File: src/verilog/tmr8_pkg.sv
// package: register map, field layout, reset values and clock-select codes of the 8-bit timer
`default_nettype none
package tmr8_pkg;

  // register indices; byte address on the bus is four times the index
  localparam logic [5:0] IDX_FLAGS = 6'h15;
  localparam logic [5:0] IDX_CTRL  = 6'h24;
  localparam logic [5:0] IDX_COUNT = 6'h26;
  localparam logic [5:0] IDX_CMP_A = 6'h27;
  localparam logic [5:0] IDX_CMP_B = 6'h28;
  localparam logic [5:0] IDX_MASK  = 6'h2E;

  // writable bits of each register
  localparam logic [7:0] CTRL_WMASK = 8'h0F;
  localparam logic [7:0] IRQ_WMASK  = 8'h07;

  // reset values
  localparam logic [7:0] RST_CTRL  = 8'h00;
  localparam logic [7:0] RST_COUNT = 8'h00;
  localparam logic [7:0] RST_CMP_A = 8'h00;
  localparam logic [7:0] RST_CMP_B = 8'h00;
  localparam logic [7:0] RST_MASK  = 8'h00;
  localparam logic [7:0] RST_FLAGS = 8'h00;

  // count range
  localparam logic [7:0] COUNT_MAX    = 8'hFF;
  localparam logic [7:0] COUNT_BOTTOM = 8'h00;

  // interrupt source positions in mask, flags, request and acknowledge vectors
  localparam int SRC_WRAP    = 0;
  localparam int SRC_MATCH_A = 1;
  localparam int SRC_MATCH_B = 2;
  localparam int SRC_N       = 3;

  // prescaler width and divide ratios
  localparam int         PRE_W    = 10;
  localparam logic [9:0] DIV_8    = 10'h008;
  localparam logic [9:0] DIV_64   = 10'h040;
  localparam logic [9:0] DIV_256  = 10'h100;
  localparam logic [9:0] DIV_1024 = 10'h400;

  typedef enum logic [2:0] {
    CS_STOP     = 3'h0,
    CS_DIV1     = 3'h1,
    CS_DIV8     = 3'h2,
    CS_DIV64    = 3'h3,
    CS_DIV256   = 3'h4,
    CS_DIV1024  = 3'h5,
    CS_EXT_FALL = 3'h6,
    CS_EXT_RISE = 3'h7
  } tmr8_clk_src_e;

  typedef struct packed {
    logic [3:0]    rsvd;
    logic          clear_on_match_sel;
    tmr8_clk_src_e clk_src_sel;
  } tmr8_ctrl_s;

  typedef struct packed {
    logic [4:0] rsvd;
    logic       match_b;
    logic       match_a;
    logic       wrap;
  } tmr8_irq_s;

endpackage
`default_nettype wire

File: src/verilog/tmr8_tick_gen.sv
// module: prescaler and clock-select logic producing the one-cycle timer tick
`default_nettype none
module tmr8_tick_gen (
  // clock and reset
  input  wire logic                   clk_i,
  input  wire logic                   rst_i,
  // selection and external pin
  input  wire tmr8_pkg::tmr8_clk_src_e clk_src_sel_i,
  input  wire logic                   ext_count_pin_i,
  // tick
  output logic                        timer_tick_o
);

  logic [tmr8_pkg::PRE_W-1:0] pre;
  logic                       pin_meta;
  logic                       pin_sync;
  logic                       pin_last;
  logic                       ext_rise;
  logic                       ext_fall;

  // true on the last io_clock cycle of each period of the given ratio
  function automatic logic tap(input logic [9:0] p, input logic [9:0] div);
    tap = ((p & (div - 10'h001)) == (div - 10'h001));
  endfunction

  // free-running prescaler shared by all divided sources
  always_ff @(posedge clk_i) begin
    if (rst_i) begin
      pre <= '0;
    end else begin
      pre <= pre + 10'h001;
    end
  end

  // pin is sampled regardless of its port direction, so software can toggle it
  always_ff @(posedge clk_i) begin
    if (rst_i) begin
      pin_meta <= 1'b0;
      pin_sync <= 1'b0;
      pin_last <= 1'b0;
    end else begin
      pin_meta <= ext_count_pin_i;
      pin_sync <= pin_meta;
      pin_last <= pin_sync;
    end
  end

  assign ext_rise = pin_sync & ~pin_last;
  assign ext_fall = ~pin_sync & pin_last;

  // clock select decode
  assign timer_tick_o =
    (clk_src_sel_i == tmr8_pkg::CS_DIV1)     ? 1'b1 :
    (clk_src_sel_i == tmr8_pkg::CS_DIV8)     ? tap(pre, tmr8_pkg::DIV_8) :
    (clk_src_sel_i == tmr8_pkg::CS_DIV64)    ? tap(pre, tmr8_pkg::DIV_64) :
    (clk_src_sel_i == tmr8_pkg::CS_DIV256)   ? tap(pre, tmr8_pkg::DIV_256) :
    (clk_src_sel_i == tmr8_pkg::CS_DIV1024)  ? tap(pre, tmr8_pkg::DIV_1024) :
    (clk_src_sel_i == tmr8_pkg::CS_EXT_FALL) ? ext_fall :
    (clk_src_sel_i == tmr8_pkg::CS_EXT_RISE) ? ext_rise : 1'b0;
endmodule
`default_nettype wire

File: src/verilog/tmr8_timer.sv
// module: 8-bit timer/counter with two compare channels, wishbone register slave
//
// Operation
// control upper nibble reads zero, ignores writes
// mode bit picks free-run or clear-on-match
// overflow flag set when counter passes 0xFF
// clock select: stop, undivided, /8 /64 /256 /1024
// select 110 counts pin falls, 111 rises
// pin counted even when configured as output
// counter readable and writable any time
// counter write blocks matches on next tick
// software should not rewrite a running counter
// compare A matched continuously, resets to zero
// compare B matched continuously
// request needs mask, flag and global enable
// match B flag: set on match, cleared
// match A flag: set on match, cleared
// wrap flag: set on overflow, cleared
// compare flag set on tick after equality
// clear-on-match zeroes counter tick after match
// counter write beats count and clear
// wrap flag set as counter wraps
// pin synchronised, edge gives one-cycle tick
// acknowledge input clears its flag
//
// Local design decision: the Wishbone register port.
`default_nettype none
module tmr8_timer (
  // clock and reset
  input  wire logic                        clk_i,
  input  wire logic                        rst_i,
  // wishbone classic slave
  input  wire logic                        wb_cyc_i,
  input  wire logic                        wb_stb_i,
  input  wire logic                        wb_we_i,
  input  wire logic [7:0]                  wb_adr_i,
  input  wire logic [3:0]                  wb_sel_i,
  input  wire logic [31:0]                 wb_dat_i,
  output logic      [31:0]                 wb_dat_o,
  output logic                             wb_ack_o,
  // external count pin
  input  wire logic                        ext_count_pin_i,
  // cpu interrupt side
  input  wire logic                        gie_i,
  input  wire logic [tmr8_pkg::SRC_N-1:0]  irq_ack_i,
  output logic      [tmr8_pkg::SRC_N-1:0]  irq_o
);

  tmr8_pkg::tmr8_ctrl_s ctrl;
  tmr8_pkg::tmr8_irq_s  mask;
  tmr8_pkg::tmr8_irq_s  flags;
  logic [7:0]           count;
  logic [7:0]           cmp_a;
  logic [7:0]           cmp_b;
  logic                 block;

  tmr8_pkg::tmr8_ctrl_s next_ctrl;
  tmr8_pkg::tmr8_irq_s  next_mask;
  logic [7:0]           next_count;
  logic [7:0]           next_cmp_a;
  logic [7:0]           next_cmp_b;
  logic [2:0]           next_flags;
  logic                 next_block;
  logic [31:0]          next_dat;

  // ---------------- bus slave ----------------

  logic       wb_req;
  logic       wb_take;
  logic       wr_en;
  logic [5:0] idx;
  logic       hit_ctrl;
  logic       hit_count;
  logic       hit_cmp_a;
  logic       hit_cmp_b;
  logic       hit_mask;
  logic       hit_flags;
  logic       wr_ctrl;
  logic       wr_count;
  logic       wr_cmp_a;
  logic       wr_cmp_b;
  logic       wr_mask;
  logic       wr_flags;
  logic [7:0] rd_data;
  logic [7:0] wdat;

  assign wb_req  = wb_cyc_i & wb_stb_i;
  // the access is answered one cycle after the request and retired at the ack edge
  assign wb_take = wb_req & ~wb_ack_o;
  assign wr_en   = wb_req & wb_ack_o & wb_we_i & wb_sel_i[0];
  assign idx     = wb_adr_i[7:2];
  assign wdat    = wb_dat_i[7:0];

  assign hit_ctrl  = (idx == tmr8_pkg::IDX_CTRL);
  assign hit_count = (idx == tmr8_pkg::IDX_COUNT);
  assign hit_cmp_a = (idx == tmr8_pkg::IDX_CMP_A);
  assign hit_cmp_b = (idx == tmr8_pkg::IDX_CMP_B);
  assign hit_mask  = (idx == tmr8_pkg::IDX_MASK);
  assign hit_flags = (idx == tmr8_pkg::IDX_FLAGS);

  assign wr_ctrl  = wr_en & hit_ctrl;
  assign wr_count = wr_en & hit_count;
  assign wr_cmp_a = wr_en & hit_cmp_a;
  assign wr_cmp_b = wr_en & hit_cmp_b;
  assign wr_mask  = wr_en & hit_mask;
  assign wr_flags = wr_en & hit_flags;

  // unmapped indices read as zero and writes to them are dropped
  assign rd_data =
    hit_ctrl  ? ctrl :
    hit_count ? count :
    hit_cmp_a ? cmp_a :
    hit_cmp_b ? cmp_b :
    hit_mask  ? mask :
    hit_flags ? flags : 8'h00;

  assign next_dat = wb_take ? {24'h00_0000, rd_data} : wb_dat_o;

  always_ff @(posedge clk_i) begin
    if (rst_i) begin
      wb_ack_o <= 1'b0;
      wb_dat_o <= 32'h0000_0000;
    end else begin
      wb_ack_o <= wb_take;
      wb_dat_o <= next_dat;
    end
  end

  // ---------------- configuration registers ----------------

  // reserved control bits are masked on the way in so they always read zero
  assign next_ctrl = wr_ctrl ? tmr8_pkg::tmr8_ctrl_s'(wdat & tmr8_pkg::CTRL_WMASK) : ctrl;
  assign next_mask = wr_mask ? tmr8_pkg::tmr8_irq_s'(wdat & tmr8_pkg::IRQ_WMASK) : mask;
  // no double buffering: a new compare value acts on the very next comparison
  assign next_cmp_a = wr_cmp_a ? wdat : cmp_a;
  assign next_cmp_b = wr_cmp_b ? wdat : cmp_b;

  // ---------------- timer tick ----------------

  logic timer_tick;

  tmr8_tick_gen u_tick (
    .clk_i           (clk_i),
    .rst_i           (rst_i),
    .clk_src_sel_i   (ctrl.clk_src_sel),
    .ext_count_pin_i (ext_count_pin_i),
    .timer_tick_o    (timer_tick)
  );

  // ---------------- counter and compare ----------------

  logic       match_a;
  logic       match_b;
  logic       ctc_clear;
  logic       at_max;
  logic       wrap_evt;
  logic       set_a;
  logic       set_b;
  logic [2:0] set_vec;
  logic [2:0] clr_vec;

  assign match_a   = (count == cmp_a);
  assign match_b   = (count == cmp_b);
  assign at_max    = (count == tmr8_pkg::COUNT_MAX);
  assign ctc_clear = ctrl.clear_on_match_sel & match_a;

  // a bus write overrides any count or clear in the same cycle
  assign next_count =
    wr_count   ? wdat :
    !timer_tick ? count :
    ctc_clear  ? tmr8_pkg::COUNT_BOTTOM : count + 8'h01;

  // overflow is taken as the tick on which the counter leaves 0xFF, in either mode;
  // in clear-on-match with compare A at 0xFF the clear also counts as a wrap
  assign wrap_evt = timer_tick & at_max & ~wr_count;

  // a match seen on a tick is flagged at that tick's edge, one tick after equality began
  assign set_a = timer_tick & match_a & ~block;
  assign set_b = timer_tick & match_b & ~block;

  // one-tick blocking window armed by every counter write, running or stopped
  assign next_block = wr_count ? 1'b1 : (timer_tick ? 1'b0 : block);

  // ---------------- flags and requests ----------------

  assign set_vec = {set_b, set_a, wrap_evt};
  // clear by writing one, or by the vector being taken
  assign clr_vec = (wr_flags ? wdat[2:0] : 3'h0) | irq_ack_i;
  // a set in the same cycle as a clear wins so no event is lost
  assign next_flags = ({flags.match_b, flags.match_a, flags.wrap} & ~clr_vec)
                    | set_vec;

  assign irq_o = {flags.match_b, flags.match_a, flags.wrap}
               & {mask.match_b, mask.match_a, mask.wrap}
               & {tmr8_pkg::SRC_N{gie_i}};

  always_ff @(posedge clk_i) begin
    if (rst_i) begin
      ctrl  <= tmr8_pkg::tmr8_ctrl_s'(tmr8_pkg::RST_CTRL);
      mask  <= tmr8_pkg::tmr8_irq_s'(tmr8_pkg::RST_MASK);
      flags <= tmr8_pkg::tmr8_irq_s'(tmr8_pkg::RST_FLAGS);
      count <= tmr8_pkg::RST_COUNT;
      cmp_a <= tmr8_pkg::RST_CMP_A;
      cmp_b <= tmr8_pkg::RST_CMP_B;
      block <= 1'b0;
    end else begin
      ctrl  <= next_ctrl;
      mask  <= next_mask;
      flags <= tmr8_pkg::tmr8_irq_s'({5'h00, next_flags});
      count <= next_count;
      cmp_a <= next_cmp_a;
      cmp_b <= next_cmp_b;
      block <= next_block;
    end
  end
endmodule
`default_nettype wire

File: config.mk
export PLATFORM = sky130hd
export DESIGN_NAME = tmr8_timer
export DESIGN_NICKNAME = d
export VERILOG_FILES = /design/src/verilog/tmr8_pkg.sv /design/src/verilog/tmr8_tick_gen.sv /design/src/verilog/tmr8_timer.sv
export SDC_FILE = /design/constraint.sdc
export NUM_CORES = 1
export LEC_CHECK = 0
export ABC_CLOCK_PERIOD_IN_PS = 2300
export BUFFER_PORTS_ARGS = -buffer_cell sky130_fd_sc_hd__buf_2
export CAP_MARGIN = 20
export CORE_MARGIN = 2
export CORE_UTILIZATION = 47
export CTS_BUF_LIST = sky130_fd_sc_hd__clkbuf_8
export DETAILED_ROUTE_END_ITERATION = 6
export GPL_TIMING_DRIVEN = 0
export PLACE_DENSITY = 0.82
export SYNTH_ARGS = -nofsm -noshare
export SYNTH_HDL_FRONTEND = slang
export SYNTH_SLANG_ARGS = --single-unit
File: constraint.sdc
create_clock -name clk_i -period 2.3 [get_ports clk_i]
set_input_delay 0.23 -clock clk_i [delete_from_list [all_inputs] [get_ports clk_i]]
set_output_delay 0.23 -clock clk_i [all_outputs]
set_load 0.02 [all_outputs]
Word-level counts from Yosys, hierarchy flattened
Cells that the tools add are included.
{ "word_totals": {"ff_bits": 62, "wordCells": 92} }
{ "classes": {"addsub": 2, "n_eq_ne": 20, "muxes": 19, "n_bitwise": 31, "reduce_logical": 1} }
{ "op_table": {"columns": ["operator", "n"], "rows": [
  ["$mux 8", 9],
  ["$eq 6x6->1 const B", 6],
  ["$and 1x1->1", 20],
  ["$eq 8x8->1", 2],
  ["$eq 8x8->1 const B", 2],
  ["$eq 3x3->1 const B", 5],
  ["$add 10x1->10 const B", 1],
  ["$eq 10x10->1 const B", 1],
  ["$and 3x3->3", 3],
  ["$mux 1", 9],
  ["$add 8x1->8 const B", 1],
  ["$eq 3x2->1 const B", 2],
  ["$eq 6x5->1 const B", 1],
  ["$or 3x3->3", 2],
  ["$not 1->1", 5],
  ["$eq 3x1->1 const B", 1],
  ["$mux 3", 1],
  ["$not 3->3", 1],
  ["$reduce_bool 2->1", 1]
]} }

Logic depth before layout (Yosys ltp)
Gate-level depths: netlist of run 1.
{ "logic_depth": {"ltp_word": 12, "ltp_mapped": 8} }

Modules after synthesis
From an unflattened synthesis of run 1, not the netlist that was laid out.
{ "unflattened": {"hier_cells": 366, "hier_area_um2": 3151.8} }
{ "modules_own_cells": {"columns": ["mod", "instances", "cells_each", "area_each_um2", "seq_area_each_um2"], "rows": [
  ["tmr8_timer", 1, 306, 2591.2, 880.8],
  ["tmr8_tick_gen", 1, 60, 560.5, 260.2]
]} }

Worst setup path before layout of run 1
OpenSTA, ideal clock, no wires.
{ "synth_path": {"path_kind": "reg2reg", "from": "reg u_tick.pre[0] (netlist name)", "to": "reg flags[2] (netlist name)", "setup_time_ns": 0.070, "arrival_ns": 1.715, "slack_ns": 0.515, "stages_incl_launch_ff": 9, "period_less_slack_ns": 1.785, "path_cell_list": "dfxtp_1 -> ha_1 -> ha_1 -> inv_1 -> o22ai_1 -> a221oi_2 -> buf_6 -> or4_1 -> a21oi_1"} }
{ "synth_between": {"elab_chain_len": 9} }
{ "synth_rtl": {"columns": ["element", "line_no", "text"], "rows": [
  ["start: declaration", "tmr8_tick_gen.sv:14", "logic [tmr8_pkg::PRE_W-1:0] pre;"],
  ["start signal: assignment", "tmr8_tick_gen.sv:31", "pre <= pre + 10'h001;"],
  ["$eq 10x10->1", "tmr8_tick_gen.sv:23", "tap = ((p & (div - 10'h001)) == (div - 10'h001));"],
  ["$mux 1", "tmr8_tick_gen.sv:57", "(clk_src_sel_i == tmr8_pkg::CS_DIV1024) ? tap(pre, tmr8_pkg::DIV_1024) :"],
  ["$mux 1", "tmr8_tick_gen.sv:56", "(clk_src_sel_i == tmr8_pkg::CS_DIV256) ? tap(pre, tmr8_pkg::DIV_256) :"],
  ["$mux 1", "tmr8_tick_gen.sv:55", "(clk_src_sel_i == tmr8_pkg::CS_DIV64) ? tap(pre, tmr8_pkg::DIV_64) :"],
  ["$mux 1 (*)", "tmr8_tick_gen.sv:54", "(clk_src_sel_i == tmr8_pkg::CS_DIV8) ? tap(pre, tmr8_pkg::DIV_8) :"],
  ["$mux 1 (*)", "tmr8_tick_gen.sv:53", "(clk_src_sel_i == tmr8_pkg::CS_DIV1) ? 1'b1 :"],
  ["$and 1x1->1 (*) (2 in a row)", "tmr8_timer.sv:179", "assign set_b = timer_tick & match_b & ~block;"],
  ["$or 3x3->3 (*)", "tmr8_timer.sv:191", "| set_vec;"],
  ["end signal: assignment", "tmr8_timer.sv:201", "flags <= tmr8_pkg::tmr8_irq_s'(tmr8_pkg::RST_FLAGS);"],
  ["end signal: assignment", "tmr8_timer.sv:209", "flags <= tmr8_pkg::tmr8_irq_s'({5'h00, next_flags});"],
  ["end: declaration", "tmr8_timer.sv:51", "tmr8_pkg::tmr8_irq_s flags;"]
]} }
Every way passes the cells marked *; elsewhere a longest branch is shown, timed or not.
A chain may end at the register's enable or synchronous reset.

Final worst setup path of run 1
{ "layout_path": {"from": "reg count[2]", "to": "reg count[6]"} }
{ "layout_between": {"elab_chain_len": 5} }
{ "layout_rtl": {"columns": ["element", "line_no", "text"], "rows": [
  ["start: declaration", "tmr8_timer.sv:52", "logic [7:0] count;"],
  ["start signal: assignment", "tmr8_timer.sv:202", "count <= tmr8_pkg::RST_COUNT;"],
  ["start signal: assignment", "tmr8_timer.sv:210", "count <= next_count;"],
  ["branches (longest 2 deep; another with $add 8x1->8)", null, null],
  ["$mux 8 (*)", "tmr8_timer.sv:171", "ctc_clear ? tmr8_pkg::COUNT_BOTTOM : count + 8'h01;"],
  ["$mux 8 (*)", "tmr8_timer.sv:170", "!timer_tick ? count :"],
  ["$mux 8 (*)", "tmr8_timer.sv:169", "wr_count ? wdat :"]
]} }
Mark *: on every way between the ends. The select of a mux whose other input is x is not followed.

==> flow_summary.ini, run 1 <==
[place]
dpl.hpwl_um = 5600
dp.cells = 486
io_buffers = 34
place_congestion = 0.876

[floorplan]
rows = 29
dieArea_um2 = 7110
start_util_pct = 48.3
die_w_um = 84.3
die_y_um = 84.3
core-area_um2 = 6280
io_pins = 90

[cells_and_area]
multi_input_area_um2 = 1680
drive_gt1_share_pct = 22.4
nets = 477
n_fill_cell = 561
final_cells = 502
ff_latch_area_um2 = 1140
area_delta_synth_final_pct = 19.6
antenna_cells = 0

[detailed_routing]
firstDrtPassIters = 6
drc = 0
wl_per_cell_um = 15.3
drtIter0Drc = 265
ant_nets = 0
num_vias = 2835
routed_wl_um = 7690
vias_per_cell = 5.65

[setup_path]
slowest_stage = nor4_2
rr_endpoint = count[6]$_SDFFE_PP0P_
cp-start-kind = register
r2r_cells = 6
cp-endpoint = count[6]$_SDFFE_PP0P_
cp_max_fo = 9
path_cells = clkbuf_1 > xor2_1 > nor4_2 > nand3_2 > a41oi_1 > o31ai_1
arrival_ps = 2390
crit_path_max_incr_delay_ps = 570
critical_path_required_ps = 2520
setup.worst_path.class = register to register
end_kind = register
r2r-start = count[2]$_SDFFE_PP0P_
r2r_slack_ps = 120
setup.worst_path.start = count[2]$_SDFFE_PP0P_

[logic_synthesis]
ys_types = 51
synth_common_cells = dfxtp_1 (57), nor2_1 (34), nand2_1 (28)
syn_inst = 352
synthArstFlopShare_pct = 0
netlist.area_leader.share_pct = 37.6
synth-edff-count = 0
syn_area_per_cell_um2 = 8.61
synth.area.top_cells = dfxtp_1 (38%), buf_4 (6.2%), nor2_1 (4.2%), nand3_1 (4.1%), xor2_1 (3.8%)
yosysMostFrequentCell = dfxtp_1
synth_seq_cells = 57
synth-warning-count = 0
synth_flop_cell = dfxtp_1
yosys.area.top_type = dfxtp_1
netlist_area_um2 = 3030
seq_area_frac_synth_pct = 37.6

[clock_network]
clkTransAtPathRegs_ps = 70
ctsHoldBuffers = 0
cts_buffers = 9
cts.path.max_buffers = 2
cts_root_buf = clkbuf_8
cts.sink_count = 57
htree_levels = 3
cts_tree = yes
insertion_delay_ps = 350
postCtsSetupBuffers = 0

[power_and_ir_drop]
vdd_drop_max_v = 0.000539
seqPwrFrac_pct = 43.6
power.share.switching_pct = 23.4
p_leak_nw = 1.46
combinationalPowerShare_pct = 8.5
internal_power_mw = 1.77
p_clk_share_pct = 47.9
switching_power_uw = 542
p_per_area_nw_per_um2 = 639

[grt]
grt_max_degree = 11
met2_usage_pct = 36.8
use_met1_pct = 26.8
groute.usage.overall_pct = 22.1
grt-ovfl-total = 0
grt-busiest-layer = met2
antenna_found_initial = 0
grt_util_met3_pct = 4.92
grt_pass1_wl_um = 12400
grt_pass1_vias = 2596

[min_path]
hp-class = input pin to register

[sta]
maxSlewHeadroom_pct = 46.2
skew_ps = 11.4
fmax_mhz = 460
tightest_slew_ps = 800
report.final.slew_viol_count = 0
tns_ps = 0
fin_crit_ps = 2180
final_hold_viol_count = 0
fin_crit_sh_pct = 94.6
setup_viol = 0
rsz0062_at_grt = no

[run_status]
outcome = finished, final reports clean

[run]
drv_cap = 0
-- layer usage --
layer	share of wire, %	up-vias
li1	-	1356
met1	41	1337
met2	50	123
met3	7.3	19
met4	2.3	0
met5	0	-
-- power groups by stage --
stage / Combinational [mW] / Sequential [mW] / Clock [mW]
after floorplan: 0.130 / 1.04 / 0
after global placement: 0.191 / 1.03 / 0
after detailed placement: 0.192 / 1.03 / 0
after CTS: 0.193 / 1.01 / 1.13
after global routing: 0.211 / 1.01 / 1.17
final: 0.196 / 1.01 / 1.11
-- flip-flops by register name, summed over array words and instances (netlist names), 3 cells and up --
name and cells:
cmp_a 8, cmp_b 8, count 8, ctrl 4, flags 3, mask 3
u_tick.pre 10, wb_dat_o 8
-- cell families (layout without fill, tap and decap cells) --
family                     after synthesis  in the layout  synth area share, %
DFF                                     57             57                 37.6
adders and majority gates                3              3                 1.24
buffers and inverters                   48             98                 9.74
and+or+nand+nor                        140            140                 25.1
other                                    1             24                0.124
xor gates and xnor gates                24             24                 6.93
AOI/OAI and AO/OA                       68             68                 15.6
muxes                                   11             11                 3.63
-- through the flow --
stage | power, mW | cell area, µm² | utilization (%) | hold WS (ps) | setup slack, ps
finish | 2.32 | 3630 | 57.8 | 96.1 | 125
global route | 2.39 | 3630 | 57.8 | 105 | 3.14
CTS | 2.33 | 3620 | 57.7 | 85.8 | 188
detailed placement | 1.22 | 3380 | 53.9 | 435 | 193
global placement | 1.22 | 3380 | 53.9 | 424 | 247
floorplan | 1.17 | 3120 | - | 358 | 515
-- cell type report --
cell class	instances	area share, %
repair buffers	34	4.69
multi-input cells	270	46.4
plain buffers	46	7.94
clock buffers	12	4.55
inverters	2	0.207
flip-flops and latches	57	31.5
clock inverters	4	2.04
well taps	77	2.66
-- worst max-delay path: cells and delay by family (launching register included) --
| family | cells | cell delay, ps |
|---|---|---|
| XOR/XNOR | 1 | 140 |
| flip-flops | 1 | 310 |
| AND/OR/NAND/NOR | 2 | 890 |
| buffers and inverters | 1 | 320 |
| AO/OA/AOI/OAI | 2 | 380 |
-- worst min path at each step --
stage                               startpoint                    endpoint  slack, ps  cells after the start
global route                   ext_count_pin_i  u_tick.pin_meta$_SDFF_PP0_        100                      2
global placement    u_tick.pin_meta$_SDFF_PP0_  u_tick.pin_sync$_SDFF_PP0_        420                      1
detailed placement  u_tick.pin_meta$_SDFF_PP0_  u_tick.pin_sync$_SDFF_PP0_        430                      1
floorplan                      ext_count_pin_i  u_tick.pin_meta$_SDFF_PP0_        360                      1
finish                         ext_count_pin_i  u_tick.pin_meta$_SDFF_PP0_        100                      2
CTS                            ext_count_pin_i  u_tick.pin_meta$_SDFF_PP0_         90                      2
-- cell usage in the layout, fill, tap and decap left out, types with 6 or more instances in the layout --
cell,instances
a21oi_1,19
a222oi_1,7
a31oi_1,7
and3_1,10
buf_2,39
buf_4,25
clkbuf_1,14
clkbuf_8,12
conb_1,24
dfxtp_1,57
mux2i_1,11
nand2_1,28
nand3_1,25
nand3b_1,6
nor2_1,33
nor2b_1,6
o21ai_0,8
xnor2_1,11
xor2_1,13
-- repair_timing --
action                                  4_1_cts  5_1_grt
endpoints found under the setup margin        0        1
resized for setup                             0        1
hold endpoints to repair                      0        0
(Power assumes the default switching activity.)
==> run 2: changes to the inputs <==
--- a/config.mk
+++ b/config.mk
@@ -5,6 +5,7 @@
 export SDC_FILE = /design/constraint.sdc
 export NUM_CORES = 1
 export LEC_CHECK = 0
+export ABC_AREA = 1
 export ABC_CLOCK_PERIOD_IN_PS = 2300
 export BUFFER_PORTS_ARGS = -buffer_cell sky130_fd_sc_hd__buf_2
 export CAP_MARGIN = 20
@@ -13,7 +14,7 @@
 export CTS_BUF_LIST = sky130_fd_sc_hd__clkbuf_8
 export DETAILED_ROUTE_END_ITERATION = 6
 export GPL_TIMING_DRIVEN = 0
-export PLACE_DENSITY = 0.82
+export PLACE_DENSITY = 0.81
 export SYNTH_ARGS = -nofsm -noshare
 export SYNTH_HDL_FRONTEND = slang
 export SYNTH_SLANG_ARGS = --single-unit
==> flow_summary.ini, run 2 <==
[place]
io_buffers = 36
place_congestion = 0.902
dp.cells = 631
placed_cell_area_um2 = 3710
dpl.hpwl_um = 6350

[floorplan]
rows = 30
start_util_pct = 48.7
io_pins = 90
core-area_um2 = 6830
die_y_um = 88.1
die_w_um = 88.1
dieArea_um2 = 7770

[power_and_ir_drop]
combinationalPowerShare_pct = 8.1
p_leak_nw = 1.77
totalPowerFinal_mw = 2.18
seqPwrFrac_pct = 45.8
switching_power_uw = 526
power.share.switching_pct = 24.1
p_per_area_nw_per_um2 = 556
p_clk_share_pct = 46.1
internal_power_mw = 1.66
vdd_drop_max_v = 0.000479

[logic_synthesis]
synthAdderAreaFrac_pct = 1.13
netlist_area_um2 = 3330
seq_area_frac_synth_pct = 34.3
yosys.area_share.simple_pct = 30.1
synth-warning-count = 0
synth_common_cells = nand2_1 (93), dfxtp_1 (57), a21oi_1 (52)
synth_flop_cell = dfxtp_1
synth_seq_cells = 57
synth_top_family_by_area = simple AND/OR/NAND/NOR gates
syn_inst = 476
synth.area.top_cells = dfxtp_1 (34%), nand2_1 (10%), a21oi_1 (7.8%), inv_1 (5.5%), buf_4 (5.4%)
yosys.area_share.xor_xnor_pct = 3.16
synthArstFlopShare_pct = 0
yosysMostFrequentCell = nand2_1
synthMuxAreaShare_pct = 0
syn_area_per_cell_um2 = 6.99
synth-edff-count = 0
synth-compound-area-share_pct = 16.4
netlist.area_leader.share_pct = 34.3
ys_types = 37
yosys.area.top_type = dfxtp_1

[sta]
skew_ps = 10.1
maxSlewHeadroom_pct = 60.6
final_hold_viol_count = 0
fmax_mhz = 599
rsz0062_at_grt = no
fin_crit_sh_pct = 72.6
setup_viol = 0
report.final.slew_viol_count = 0
tightest_slew_ps = 592
fin_crit_ps = 1670
tns_ps = 0

[setup_path]
critical_path_required_ps = 2580
cp_max_fo = 10
rr_endpoint = flags[2]$_SDFF_PP0_
r2r_slack_ps = 630
arrival_ps = 1950
end_kind = register
r2r-start = u_tick.pre[0]$_SDFF_PP0_
r2r_cells = 9
setup.worst_path.class = register to register
cp-start-kind = register

[clock_network]
cts.path.max_buffers = 2
cts_tree = yes
cts_buffers = 9
cts.sink_count = 57
insertion_delay_ps = 350
postCtsSetupBuffers = 0
ctsResizeCount = 0
ctsHoldBuffers = 0
cts_root_buf = clkbuf_8
clkTransAtPathRegs_ps = 70
htree_levels = 3

[cells_and_area]
n_fill_cell = 670
largest_register = u_tick.pre
final_common_cell = nand2_1
final_cell_mix = nand2_1 (93), dfxtp_1 (57), a21oi_1 (52)
postLayoutCellArea_um2 = 3920
nets = 603
antenna_cells = 0
area_delta_synth_final_pct = 18.0
largest_reg_flops = 10
drive_gt1_share_pct = 21.8
final_cells = 647

[grt]
grt_max_degree = 11
grt-ovfl-total = 0
antenna_found_initial = 0
grt_pass1_wl_um = 13600
groute.usage.overall_pct = 22.7
grt_pass1_vias = 2967

[min_path]
min-delay-start = ext_count_pin_i
whs_path_depth = 3
hold_end = u_tick.pin_meta$_SDFF_PP0_
hp-class = input pin to register

[detailed_routing]
drc = 0
ant_nets = 0
drtIter0Drc = 223
firstDrtPassIters = 5
vias_per_cell = 5.03
routed_wl_um = 8300
wl_per_cell_um = 12.8
num_vias = 3257

[run_status]
outcome = finished, final reports clean

[run]
drv_cap = 0
[run 2: power by group through the flow]
stage               logic (mW)  registers (mW)  clock network, mW
floorplan                0.120            1.02                  0
global placement         0.171            1.02                  0
detailed placement       0.175            1.02                  0
CTS                      0.175            1.00               1.02
global route             0.195            1.00               1.06
finish                   0.177            1.00               1.00
[run 2: critical path: stages (launching register included)]
cell and delay, ps:
dfxtp_1 350, ha_1 210, nand3_2 130, or2_4 260, o21ai_2 120, nand2_2 80
buf_6 150, nand2_8 70, nand2_1 100, a21oi_2 120
[run 2: cells by family after synthesis]
logic type                 after synthesis
AOI/OAI and AO/OA                      101
xor gates and xnor gates                12
buffers and inverters                   97
DFF                                     57
other                                    1
and+or+nand+nor                        205
adders and majority gates                3
[run 2: worst max-delay path by stage]
stage	startpoint	slack, ps	depth (start not counted)	end
after floorplan	u_tick.pre[0]$_SDFF_PP0_	790	10	count[6]$_SDFFE_PP0P_
after global placement	u_tick.pre[0]$_SDFF_PP0_	680	10	count[6]$_SDFFE_PP0P_
after detailed placement	u_tick.pre[0]$_SDFF_PP0_	640	10	count[6]$_SDFFE_PP0P_
after CTS	u_tick.pre[0]$_SDFF_PP0_	630	10	count[6]$_SDFFE_PP0P_
after global routing	u_tick.pre[0]$_SDFF_PP0_	520	10	count[6]$_SDFFE_PP0P_
final	u_tick.pre[0]$_SDFF_PP0_	630	9	flags[2]$_SDFF_PP0_
[run 2: layer usage]
layer  track usage [%]  vias up  part of all wire [%]
met5                 0        -                     0
met2              37.1      119                    48
li1                  -     1638                     -
met1              29.0     1486                    44
met4              7.85        0                   1.6
met3              5.94       14                   6.8
[run 2: cell type report]
type,count,area [µm²],area share (%)
multi-input combinational,345,1780,45.3
clock buffer,9,124,3.16
buffer,39,273,6.95
sequential,57,1140,29.1
timing repair buffer,36,180,4.59
clock inverter,7,87.6,2.23
inverter,58,220,5.61
tap,96,120,3.06
[run 2: metrics by stage]
| step | hold slack, ps | utilization [%] | setup slack, ps |
|---|---|---|---|
| floorplan | 337 | - | 792 |
| global placement | 394 | 54.3 | 675 |
| detailed placement | 404 | 54.3 | 639 |
| CTS | 76.9 | 57.4 | 627 |
| global route | 116 | 57.4 | 517 |
| finish | 85.4 | 57.4 | 630 |
==> run 3: changes to the inputs <==
--- a/config.mk
+++ b/config.mk
@@ -6,7 +6,7 @@
 export NUM_CORES = 1
 export LEC_CHECK = 0
 export ABC_AREA = 1
-export ABC_CLOCK_PERIOD_IN_PS = 2300
+export ABC_CLOCK_PERIOD_IN_PS = 1400
 export BUFFER_PORTS_ARGS = -buffer_cell sky130_fd_sc_hd__buf_2
 export CAP_MARGIN = 20
 export CORE_MARGIN = 2
@@ -14,7 +14,7 @@
 export CTS_BUF_LIST = sky130_fd_sc_hd__clkbuf_8
 export DETAILED_ROUTE_END_ITERATION = 6
 export GPL_TIMING_DRIVEN = 0
-export PLACE_DENSITY = 0.81
+export PLACE_DENSITY = 0.84
 export SYNTH_ARGS = -nofsm -noshare
 export SYNTH_HDL_FRONTEND = slang
 export SYNTH_SLANG_ARGS = --single-unit
==> constraint.sdc (replaced) <==
create_clock -name clk_i -period 1.4 [get_ports clk_i]
set_input_delay 0.14 -clock clk_i [delete_from_list [all_inputs] [get_ports clk_i]]
set_output_delay 0.14 -clock clk_i [all_outputs]
set_load 0.02 [all_outputs]
==> flow_summary.ini, run 3 (synthesized netlist as in run 2, its figures left out) <==
[run_status]
outcome = finished with violations
violations = setup timing

[clock_network]
htree_levels = 3
cts.path.max_buffers = 2
cts_buffers = 9
clkTransAtPathRegs_ps = 70
insertion_delay_ps = 350
cts_tree = yes
cts_root_buf = clkbuf_8
cts.sink_count = 57

[sta]
fmax_mhz = 627
fin_crit_ps = 1600
maxSlewHeadroom_pct = 47.7
final_hold_viol_count = 0
setup_viol = 13
hold_slack_ps = 53.8
rsz0062_at_grt = yes
skew_ps = 9.59
tightest_slew_ps = 785
report.final.slew_viol_count = 0
setup_slack_ps = -196
fin_crit_sh_pct = 114

[min_path]
hold_end = flags[0]$_SDFF_PP0_
min-delay-start = irq_ack_i[0]
whs_path_depth = 4
hp-class = input pin to register

[cells_and_area]
area_delta_synth_final_pct = 25.7
antenna_cells = 0
largest_reg_flops = 10
final_common_cell = nand2_1
nets = 611
final_cell_mix = nand2_1 (89), dfxtp_1 (50), inv_1 (48)
drive_gt1_share_pct = 29.0
largest_register = u_tick.pre
n_fill_cell = 610

[grt]
grt_max_degree = 16
grt_pass1_wl_um = 13700
grt-ovfl-total = 0
groute.usage.overall_pct = 23.0
grt_pass1_vias = 3007
antenna_found_initial = 0

[setup_path]
end_kind = register
cp_max_fo = 5
r2r_slack_ps = -200
r2r-start = u_tick.pre[0]$_SDFF_PP0_
setup.worst_path.start = u_tick.pre[0]$_SDFF_PP0_
setup.worst_path.class = register to register
cp-start-kind = register
rr_endpoint = flags[1]$_SDFF_PP0_
arrival_ps = 1870
critical_path_required_ps = 1670
r2r_cells = 9

[detailed_routing]
drtIter0Drc = 316
ant_nets = 0
num_vias = 3322
drc = 0
routed_wl_um = 8810
firstDrtPassIters = 5
wl_per_cell_um = 13.4
vias_per_cell = 5.07

[floorplan]
core-area_um2 = 6830
die_y_um = 88.1
start_util_pct = 48.7
dieArea_um2 = 7770
io_pins = 90
rows = 30
die_w_um = 88.1

[power_and_ir_drop]
totalPowerFinal_mw = 3.50
p_leak_nw = 1.84
p_per_area_nw_per_um2 = 838
vdd_drop_max_v = 0.000684

[place]
dpl.hpwl_um = 6450
place_congestion = 0.907
io_buffers = 36

[run]
drv_cap = 0
-- run 3: worst max-delay path: stages (launching register included) --
cell,delay [ps]
dfxtp_2,350
ha_4,150
nand3_4,80
or2_4,250
o21ai_4,140
nand2_4,110
buf_8,160
nand2_8,80
nand4_4,80
a21oi_2,120
-- run 3: metrics by stage --
step	cells	area (µm²)	TNS (ps)	setup WS, ps	util, %
after floorplan	499	3440	-186	-58.0	-
after global placement	631	3740	-1630	-176	54.8
after detailed placement	631	3740	-2220	-241	54.8
after CTS	651	4040	-1640	-187	59.1
after global routing	655	4180	-2840	-262	61.2
final	655	4180	-1710	-196	61.2
-- run 3: what timing repair did --
action / 4_1_cts / 5_1_grt
resized for setup: 10 / 42
hold endpoints to repair: 1 / 0
pin swaps: 7 / 13
hold buffers: 1 / 0
cloned: 1 / 0
buffers inserted: 4 / 5
endpoints found under the setup margin: 22 / 33
-- run 3: worst max path at each step --
stage                            end  cells after the start
6_report         flags[1]$_SDFF_PP0_                      9
3_5_place_dp   count[6]$_SDFFE_PP0P_                      9
5_1_grt        count[6]$_SDFFE_PP0P_                     10
3_3_place_gp   count[6]$_SDFFE_PP0P_                      9
2_1_floorplan  count[6]$_SDFFE_PP0P_                     10
4_1_cts          flags[1]$_SDFF_PP0_                      9
-- run 3: cell type report --
cell class	count	area [µm²]	share of cell area (%)
timing repair buffer	47	285	6.82
clock inverter	6	58.8	1.41
sequential	57	1150	27.6
inverter	58	229	5.48
clock buffer	10	138	3.29
buffer	36	268	6.40
multi-input combinational	345	1930	46.2
tap	96	120	2.87
-- run 3: where the power goes --
part	internal, mW	total [mW]	switching, mW
clock network	0.856	1.55	0.689
logic	0.114	0.315	0.201
registers	1.63	1.64	0.0106
-- run 3: per-layer routing --
metal	GRT usage, %	wire length [µm]
met1	28.9	3650
met2	38.8	4340
met3	4.24	653
met4	9.78	162
met5	0	0
